==> src/logic/amp_ctrl_defs.vh <==
// constants for the amplifier mode and protection controller
`ifndef AMP_CTRL_DEFS_VH
`define AMP_CTRL_DEFS_VH

// ==========================================================
// strap decode codes (from the strap resistor comparator bank)
`define STRAP_SHORT      3'h0
`define STRAP_4K7        3'h1
`define STRAP_13K        3'h2
`define STRAP_33K        3'h3
`define STRAP_100K       3'h4
`define STRAP_OPEN       3'h5

// ==========================================================
// modulation and phase shift encodings
`define MOD_AD           1'b0
`define MOD_BD           1'b1
`define SHIFT_NONE       3'h0
`define SHIFT_QUARTER    3'h1
`define SHIFT_HALF       3'h2
`define SHIFT_MAX        3'h5

// ==========================================================
// timing
`define CLK_PERIOD_PS    5000
`define RETRY_MS         50
// per-ms count first, so the product stays inside 32 bits
`define RETRY_CYCLES     (`RETRY_MS * (1000000000 / `CLK_PERIOD_PS))

`endif

==> src/logic/amp_mode_and_protection_ctrl.v <==
// mode latch and protection sequencing of a two-channel class-d amplifier
`include "amp_ctrl_defs.vh"
`timescale 1ns/100ps

// Behaviour
// latch strap decode when switching first starts
// 100k: parallel or AD; open: BD
// short, 4k7, 13k, 33k decode per table
// modulation from strap, or host bit
// AD opposite phase; BD in phase, inverted
// phase shift only in slave with lock
// host selects quarter shift only with capacitor
// parallel drives both stages from channel 1
// foldback lowers gain, amplifier keeps running
// overtemperature stops power stage at once
// current limit regulates, outputs keep switching
// short switches channel off, retry each 50 ms
// supply short blocks retry until cleared
// start-up waits while outputs show short
// offset guard active in mute and operate
// i2c: alarm flag, optional report, optional stop
// offset stop latched until enable toggled
// non-i2c: offset always reports and stops
// undervoltage mutes then stops, auto restart
// overvoltage stops stages, auto restart
// i2c deep drop stays off until command
// synchronise comparators; retry from clock counter
module amp_mode_and_protection_ctrl #(
	parameter RETRY_CYCLES = `RETRY_CYCLES
) (
	// clock and reset
	input  wire       ref_clk,
	input  wire       rstn,
	// configuration pins and straps
	input  wire       i2c_mode,
	input  wire [2:0] strap_code,
	input  wire       clock_slave,
	input  wire       phase_lock_on,
	input  wire       offset_guard_enable,
	// host control bits
	input  wire       start_request,
	input  wire       mute_request,
	input  wire       host_mod_bd,
	input  wire [2:0] phase_shift_select,
	input  wire       ch1_enable,
	input  wire       ch2_enable,
	input  wire       offset_report_on,
	input  wire       offset_stop_bypass,
	input  wire       host_restart,
	input  wire       offset_flag_clear,
	// analog comparator flags
	input  wire       heat_warn_cmp,
	input  wire       heat_trip_cmp,
	input  wire [1:0] over_current_cmp,
	input  wire [1:0] load_short_cmp,
	input  wire [1:0] supply_short_cmp,
	input  wire       output_short_cmp,
	input  wire       offset_cmp,
	input  wire       low_supply_cmp,
	input  wire       deep_drop_cmp,
	input  wire       high_supply_cmp,
	// mode outputs
	output reg        mode_latched,
	output reg        parallel_mode,
	output reg        mod_bd,
	output reg        invert_second_half,
	output reg        halves_opposite,
	output reg  [2:0] phase_shift,
	// power stage control
	output reg  [1:0] stage_enable,
	output reg  [1:0] stage_switching,
	output reg        mute,
	output reg        heat_foldback,
	output reg  [1:0] current_limit_guard,
	// status
	output reg        offset_alarm_flag,
	output reg        offset_latched,
	output reg        power_up_clear,
	output reg        fault_flag_pin_o,
	output reg        fault_flag_pin_oe
);

	// ==========================================================
	// comparator synchronisers
	wire [12:0] cmp_raw;
	wire [12:0] cmp;
	assign cmp_raw = {high_supply_cmp, deep_drop_cmp, low_supply_cmp,
		offset_cmp, output_short_cmp, supply_short_cmp,
		load_short_cmp, over_current_cmp, heat_trip_cmp,
		heat_warn_cmp};

	sync2 #(.WIDTH(13)) u_cmp_sync (
		.ref_clk(ref_clk),
		.rstn   (rstn),
		.din    (cmp_raw),
		.dout   (cmp)
	);

	wire       s_heat_warn   = cmp[0];
	wire       s_heat_trip   = cmp[1];
	wire [1:0] s_ocp         = cmp[3:2];
	wire [1:0] s_load_short  = cmp[5:4];
	wire [1:0] s_supply_shrt = cmp[7:6];
	wire       s_out_short   = cmp[8];
	wire       s_offset      = cmp[9];
	wire       s_low_supply  = cmp[10];
	wire       s_deep_drop   = cmp[11];
	wire       s_high_supply = cmp[12];

	// pin and host levels also cross from outside the clock
	wire [18:0] pin_raw;
	wire [18:0] pin_s;
	assign pin_raw = {offset_flag_clear, host_restart, offset_stop_bypass,
		offset_report_on, ch2_enable, ch1_enable, phase_shift_select,
		host_mod_bd, mute_request, start_request, offset_guard_enable,
		phase_lock_on, clock_slave, strap_code, i2c_mode};

	sync2 #(.WIDTH(19)) u_pin_sync (
		.ref_clk(ref_clk),
		.rstn   (rstn),
		.din    (pin_raw),
		.dout   (pin_s)
	);

	wire       s_i2c       = pin_s[0];
	wire [2:0] s_strap     = pin_s[3:1];
	wire       s_slave     = pin_s[4];
	wire       s_lock      = pin_s[5];
	wire       s_dc_en     = pin_s[6];
	wire       s_start     = pin_s[7];
	wire       s_mute_req  = pin_s[8];
	wire       s_host_bd   = pin_s[9];
	wire [2:0] s_shift_sel = pin_s[12:10];
	wire       s_ch1_en    = pin_s[13];
	wire       s_ch2_en    = pin_s[14];
	wire       s_rep_on    = pin_s[15];
	wire       s_bypass    = pin_s[16];
	wire       s_restart   = pin_s[17];
	wire       s_flag_clr  = pin_s[18];

	// ==========================================================
	// strap decode
	// returns {parallel, mod_bd, half_shift}
	function [2:0] strap_decode;
		input [2:0] code;
		input       i2c;
		begin
			case (code)
			`STRAP_SHORT: strap_decode = 3'h0;
			`STRAP_4K7:   strap_decode = 3'h2;
			`STRAP_13K:   strap_decode = 3'h1;
			`STRAP_33K:   strap_decode = 3'h3;
			`STRAP_100K:  strap_decode = i2c ? 3'h4 : 3'h0;
			`STRAP_OPEN:  strap_decode = 3'h2;
			default:      strap_decode = 3'h0;
			endcase
			// only the parallel choice survives in i2c mode
			if (i2c)
				strap_decode = strap_decode & 3'h4;
		end
	endfunction

	reg       strap_par;
	reg       strap_bd;
	reg       strap_half;
	reg       strap_i2c;

	// ==========================================================
	// start-up state machine
	localparam ST_OFF     = 3'h0;
	localparam ST_CHECK   = 3'h1;
	localparam ST_MUTE    = 3'h2;
	localparam ST_RUN     = 3'h3;
	localparam ST_STOPPED = 3'h4;

	reg  [2:0] state;
	reg  [2:0] next_state;
	reg        start_prev;
	reg        restart_prev;
	reg  [1:0] settle;

	wire hard_stop = s_heat_trip | s_high_supply | offset_latched
		| power_up_clear | s_low_supply;
	wire enable_on = s_i2c ? s_start : 1'b1;
	wire enable_rise = s_start & ~start_prev;

	always @* begin
		next_state = state;
		case (state)
		ST_OFF:
			if (enable_on && !hard_stop && settle[1])
				next_state = ST_CHECK;
		ST_CHECK:
			if (hard_stop || !enable_on)
				next_state = ST_OFF;
			else if (!s_out_short)
				next_state = ST_MUTE;
		ST_MUTE:
			if (hard_stop || !enable_on)
				next_state = ST_OFF;
			else if (!s_mute_req)
				next_state = ST_RUN;
		ST_RUN:
			if (hard_stop || !enable_on)
				next_state = ST_OFF;
			else if (s_mute_req)
				next_state = ST_MUTE;
		ST_STOPPED:
			next_state = ST_OFF;
		default:
			next_state = ST_OFF;
		endcase
	end

	wire switching_now = (state == ST_MUTE) || (state == ST_RUN);

	// ==========================================================
	// per-channel short handling
	wire [1:0] chan_off;

	chan_retry #(.RETRY_CYCLES(RETRY_CYCLES)) u_retry1 (
		.ref_clk     (ref_clk),
		.rstn        (rstn),
		.short_seen  (s_load_short[0] & switching_now),
		.supply_short(s_supply_shrt[0]),
		.chan_off    (chan_off[0]),
		.window_hold ()
	);

	chan_retry #(.RETRY_CYCLES(RETRY_CYCLES)) u_retry2 (
		.ref_clk     (ref_clk),
		.rstn        (rstn),
		.short_seen  (s_load_short[1] & switching_now),
		.supply_short(s_supply_shrt[1]),
		.chan_off    (chan_off[1]),
		.window_hold ()
	);

	// ==========================================================
	// offset guard
	wire offset_trip = s_offset & s_dc_en & switching_now;
	wire offset_stops = s_i2c ? ~s_bypass : 1'b1;
	wire offset_reports = s_i2c ? s_rep_on : 1'b1;

	// ==========================================================
	// registered behaviour
	reg  [1:0] want;
	reg        chan2_src;
	wire       next_mod_bd = strap_i2c ? s_host_bd : strap_bd;

	always @* begin
		chan2_src = parallel_mode ? s_ch1_en : s_ch2_en;
		want = {chan2_src, s_ch1_en | ~s_i2c};
		if (!s_i2c)
			want[1] = 1'b1;
	end

	always @(posedge ref_clk) begin
		if (!rstn) begin
			state               <= ST_OFF;
			start_prev          <= 1'b0;
			restart_prev        <= 1'b0;
			settle              <= 2'h0;
			mode_latched        <= 1'b0;
			strap_par           <= 1'b0;
			strap_bd            <= 1'b0;
			strap_half          <= 1'b0;
			strap_i2c           <= 1'b0;
			parallel_mode       <= 1'b0;
			mod_bd              <= `MOD_AD;
			invert_second_half  <= 1'b0;
			halves_opposite     <= 1'b1;
			phase_shift         <= `SHIFT_NONE;
			stage_enable        <= 2'h0;
			stage_switching     <= 2'h0;
			mute                <= 1'b1;
			heat_foldback       <= 1'b0;
			current_limit_guard <= 2'h0;
			offset_alarm_flag   <= 1'b0;
			offset_latched      <= 1'b0;
			power_up_clear      <= 1'b0;
			fault_flag_pin_o    <= 1'b0;
			fault_flag_pin_oe   <= 1'b0;
		end else begin
			state        <= next_state;
			start_prev   <= s_start;
			restart_prev <= s_restart;
			// synchronisers show reset zeros for two edges; no start before
			settle       <= settle[1] ? settle : settle + 2'h1;

			// capture once, when outputs first switch
			if (!mode_latched && next_state == ST_MUTE) begin
				mode_latched <= 1'b1;
				{strap_par, strap_bd, strap_half}
					<= strap_decode(s_strap, s_i2c);
				strap_i2c    <= s_i2c;
			end

			parallel_mode <= mode_latched & strap_par;
			// all three from one source, so they never disagree
			mod_bd             <= next_mod_bd;
			halves_opposite    <= (next_mod_bd == `MOD_AD);
			invert_second_half <= (next_mod_bd == `MOD_BD);

			if (!(s_slave && s_lock))
				phase_shift <= `SHIFT_NONE;
			else if (strap_i2c)
				// values beyond the five shifts fall back to none
				phase_shift <= (s_shift_sel > `SHIFT_MAX) ?
					`SHIFT_NONE : s_shift_sel;
			else
				phase_shift <= strap_half ? `SHIFT_HALF : `SHIFT_NONE;

			// gain reduction only, never a stop
			heat_foldback <= s_heat_warn;
			current_limit_guard <= s_ocp & {2{switching_now}};

			stage_enable    <= {2{switching_now}} & ~chan_off
				& want;
			stage_switching <= {2{switching_now}} & ~chan_off
				& want;
			// undervoltage forces mute ahead of the stop
			mute <= ~(state == ST_RUN) | s_low_supply;

			// offset: set wins over clear
			if (offset_trip && s_i2c)
				offset_alarm_flag <= 1'b1;
			else if (s_i2c && s_flag_clr)
				offset_alarm_flag <= 1'b0;

			if (offset_trip && offset_stops)
				offset_latched <= 1'b1;
			else if (enable_rise || !s_dc_en || !enable_on)
				offset_latched <= 1'b0;

			if (s_i2c && s_deep_drop)
				power_up_clear <= 1'b1;
			else if (s_restart && !restart_prev)
				power_up_clear <= 1'b0;

			// open drain: drive low while a fault stands
			fault_flag_pin_o  <= 1'b0;
			fault_flag_pin_oe <= s_heat_trip | s_high_supply
				| s_low_supply | (|chan_off) | power_up_clear
				| ((offset_trip | offset_latched)
				& offset_reports);
		end
	end

endmodule // amp_mode_and_protection_ctrl

==> src/logic/sync2.v <==
// two flip-flop synchroniser for a bundle of level signals
`timescale 1ns/100ps

module sync2 #(
	parameter WIDTH = 1
) (
	// clock and reset
	input  wire             ref_clk,
	input  wire             rstn,
	// data
	input  wire [WIDTH-1:0] din,
	output reg  [WIDTH-1:0] dout
);

	reg [WIDTH-1:0] stage;

	always @(posedge ref_clk) begin
		if (!rstn) begin
			stage <= {WIDTH{1'b0}};
			dout  <= {WIDTH{1'b0}};
		end else begin
			stage <= din;
			dout  <= stage;
		end
	end

endmodule // sync2

==> src/logic/chan_retry.v <==
// per-channel short circuit shutdown with timed retry
`include "amp_ctrl_defs.vh"
`timescale 1ns/100ps

module chan_retry #(
	parameter RETRY_CYCLES = `RETRY_CYCLES
) (
	// clock and reset
	input  wire ref_clk,
	input  wire rstn,
	// fault inputs, already synchronised
	input  wire short_seen,
	input  wire supply_short,
	// state
	output reg  chan_off,
	output reg  window_hold
);

	localparam CW = 32;
	localparam [CW-1:0] RETRY_LAST = RETRY_CYCLES - 1;
	reg [CW-1:0] count;

	always @(posedge ref_clk) begin
		if (!rstn) begin
			chan_off    <= 1'b0;
			window_hold <= 1'b0;
			count       <= {CW{1'b0}};
		end else if (!chan_off) begin
			if (short_seen) begin
				chan_off    <= 1'b1;
				window_hold <= supply_short;
				count       <= {CW{1'b0}};
			end
		end else if (count < RETRY_LAST) begin
			count <= count + 1'b1;
		end else if (window_hold && supply_short) begin
			// hold at the retry point until the supply short clears
			count <= count;
		end else begin
			// retry; a lasting short trips again next cycle
			chan_off    <= 1'b0;
			window_hold <= 1'b0;
			count       <= {CW{1'b0}};
		end
	end

endmodule // chan_retry

==> config.mk <==
export PLATFORM = sky130hd
export DESIGN_NAME = amp_mode_and_protection_ctrl
export DESIGN_NICKNAME = d
export VERILOG_FILES = /design/src/logic/amp_mode_and_protection_ctrl.v /design/src/logic/sync2.v /design/src/logic/chan_retry.v
export VERILOG_INCLUDE_DIRS = /design/src /design/src/logic
export SDC_FILE = /design/constraint.sdc
export NUM_CORES = 1
export LEC_CHECK = 0
export ABC_AREA = 1
export BUFFER_PORTS_ARGS = -buffer_cell sky130_fd_sc_hd__buf_2
export CAP_MARGIN = 20
export CORE_MARGIN = 2
export CORE_UTILIZATION = 54
export DETAILED_ROUTE_END_ITERATION = 12
export PLACE_DENSITY = 0.73
export SYNTH_ARGS = -nofsm -noshare
export SYNTH_HDL_FRONTEND = slang
export SYNTH_HIERARCHICAL = 1
export SYNTH_SLANG_ARGS = --single-unit
==> constraint.sdc <==
create_clock -name ref_clk -period 2.88 [get_ports ref_clk]
set_clock_uncertainty 0.1 [all_clocks]
set_input_delay 0.864 -clock ref_clk [delete_from_list [all_inputs] [get_ports ref_clk]]
set_output_delay 0.864 -clock ref_clk [all_outputs]
set_load 0.01 [all_outputs]
==> flow_summary.ini <==
[outcome]
status = finished, final reports clean

[logic_synthesis]
synth-edff-count = 0
synth_top_area_share_pct = 44.10
yosys-top-cells-count = nand2_1 (314), nor2_1 (163), dfxtp_1 (160), inv_1 (127), nand3_1 (55)
yosys_register_bits = 160
synth_area_leader_cell = dfxtp_1
ys_top_cells_by_area = dfxtp_1 (44%), nand2_1 (16%), nor2_1 (8.4%)
yosysMostFrequentCell = nand2_1
yosysWarnings = 6
synthArstFlopShare_pct = 0
yosysSeqAreaShare_pct = 44.10
syn-cell-area_mm2 = 0.007263
netlist_instances = 1020
syn_avg_cell_area_um2 = 7.121
yosys.cell_types.count = 34
synthFlopType = dfxtp_1

[critical_path]
rr_worst_depth = 13
start_kind = flip-flop
r2r_setup_slack_ns = 0.58
cp_max_fo = 32
arrival_ns = 2.55
crit_chain = ha_1, nand2_1, nor2_2, nand2_1, nand2_1, nand2_1, nand2_1, nand2_2, nand2_4, nand2_4, nand2_4, nand2_1, a21oi_2
cp.required_ns = 3.13
critPathLaunch = u_retry2/count[0]$_SDFFE_PN0P_
worstSetupEndpoint = u_retry2/count[21]$_SDFFE_PN0P_
reg2reg_to = u_retry2/count[21]$_SDFFE_PN0P_
cp-end-kind = flip-flop
cp_slowest_cell = dfxtp_1
path_common_cell = nand2_1
reg2reg_from = u_retry2/count[0]$_SDFFE_PN0P_
max_stage_delay_ns = 0.42
path_class = reg2reg

[sta]
max_slew_margin_pct = 64.49
fin_crit_sh_pct = 79.88
tns_ns = 0
setup_viol = 0
max_freq_mhz = 434.7
worst_slew_pin_slew_ns = 0.5326
maxSlewViolCount = 0
finalHoldViolCount = 0
period_needed_ns = 2.301
setup_ws_ns = 0.5794
rsz0062_at_grt = false

[placement]
place_area_mm2 = 0.007545
dpl.hpwl_mm = 9.785
routabilityCongestion = 0.8839
pre_cts_slack_ns = 0.6264
dp.cells = 1223
port_buffers = 53

[power]
power-per-cell-area_mw_per_mm2 = 581.3
ir_drop_uv = 396.0
leakage_uw = 0.003635

[final_layout]
fillers = 1181
nets = 1102
fin_cells = 1255
final_util_pct = 61.88
design_area_mm2 = 0.008162
diodes = 0
drive_above_1_share_pct = 16.03
syn_to_final_growth_pct = 12.37

[clock_tree]
cts_tree = yes
cts_buffers = 17
post-cts-setup-buffer-count = 0
htree_levels = 4
cts.sinks = 160
clk_latency_ns = 0.43
cts_max_path_buffers = 2
hold_buffers = 0
cts-resized-gates = 0
cts_root_buffer = clkbuf_16
path_clk_slew_ns = 0.06

[global_route]
grt_overflow = 0
grt_start_max_net_pins = 51
first_global_vias = 5656
antenna_found_initial = 0
grt_usage_pct = 21.27
grt_pass1_wl_mm = 25.00

[routing]
routedWlPerCell_um = 11.53
via_count = 5993
drt-vias-per-instance = 4.775
drc = 0
first_pass_iters = 6
postRouteAntennaNets = 0
routed_wirelength_mm = 14.47
drtIter0Drc = 375

[floorplan]
ioPinCount = 55
fp-row-count = 42
dieArea_mm2 = 0.01439
die_h_um = 120.0
start_util_pct = 55.07
die_x_um = 120.0
design.core.area_mm2 = 0.01319

[flow_run]
maxCapViolations = 0

[worst_hold_path]
hold_path_class = reg2reg
registers in the layout, summed over array words and instances (netlist names), 2 cells and up:
name and cells:
u_retry1/count 32, u_retry2/count 32, u_pin_sync/dout 19, u_pin_sync/stage 19, u_cmp_sync/dout 13, u_cmp_sync/stage 13, phase_shift 3, state 3
current_limit_guard 2, settle 2, stage_switching 2
power breakdown:
part	switching [uW]	internal (uW)	leakage, uW
Sequential	18.8	2260	0.00130
Combinational	87.2	49.5	0.00203
Clock	923	1400	0.000297
placed cells by master, fill, tap and decap left out, drive strengths merged, types with 3 or more instances in the layout:
cell    netlist  routed
dfxtp       160     160
xnor2         8       8
clkinv        3       6
inv         130     135
nand4         9       9
o21ai         8       8
buf          26      60
nand3        57      57
bufinv        0       3
nor2        168     168
nor3          6       6
nand3b        3       3
xor2         20      20
nand2       347     347
clkbuf        8      19
a21oi        59      59
critical path: cells and delay by family (launching register included):
kind / cells / cell delay, ns
flops: 1 / 0.42
simple gates: 11 / 1.29
compound gates: 1 / 0.15
fa+ha+maj: 1 / 0.25
cell type report:
| type | instances | area [um2] | area share [%] |
|---|---|---|---|
| multi-input cells | 694 | 3292 | 40.33 |
| well taps | 176 | 220.2 | 2.698 |
| repair buffers | 60 | 330.3 | 4.047 |
| clock inverters | 13 | 173.9 | 2.131 |
| flip-flops and latches | 160 | 3203 | 39.25 |
| inverters | 133 | 499.2 | 6.117 |
| clock buffers | 19 | 442.9 | 5.427 |
cell families after synthesis:
kind of cell / count (synthesis) / synth area share [%]
and+or+nand+nor: 592 / 34.54
buffers and inverters: 167 / 10.63
DFF: 160 / 44.10
AOI/OAI and AO/OA: 70 / 6.960
xor gates and xnor gates: 28 / 3.376
adders and majority gates: 2 / 0.3445
other: 1 / 0.05163
how the worst min path moves through the flow:
stage | from | end | slack (ns) | cells past startpoint
3_5_place_dp | u_cmp_sync/stage[11]$_SDFF_PN0_ | u_cmp_sync/dout[11]$_SDFF_PN0_ | 0.29 | 2
5_1_grt | u_cmp_sync/stage[11]$_SDFF_PN0_ | u_cmp_sync/dout[11]$_SDFF_PN0_ | 0.33 | 2
2_1_floorplan | u_cmp_sync/stage[11]$_SDFF_PN0_ | u_cmp_sync/dout[11]$_SDFF_PN0_ | 0.29 | 2
4_1_cts | u_cmp_sync/stage[11]$_SDFF_PN0_ | u_cmp_sync/dout[11]$_SDFF_PN0_ | 0.31 | 2
6_report | u_cmp_sync/stage[11]$_SDFF_PN0_ | u_cmp_sync/dout[11]$_SDFF_PN0_ | 0.31 | 2
3_3_place_gp | u_cmp_sync/stage[4]$_SDFF_PN0_ | u_cmp_sync/dout[4]$_SDFF_PN0_ | 0.29 | 2
metal layers:
metal | wire (um) | track usage [%] | vias up
li1 | - | - | 3187
met1 | 6971 | 26.96 | 2692
met2 | 6808 | 35.23 | 93
met3 | 475 | 4.800 | 21
met4 | 210 | 8.088 | 0
met5 | 0 | 0 | -
stage by stage:
step / total power [uW] / hold WS, ns
3_3_place_gp: 2463 / 0.2925
4_1_cts: 4780 / 0.3076
3_5_place_dp: 2466 / 0.2932
6_report: 4744 / 0.3075
2_1_floorplan: 2422 / 0.2864
5_1_grt: 4898 / 0.3257
(Power assumes the default switching activity.)
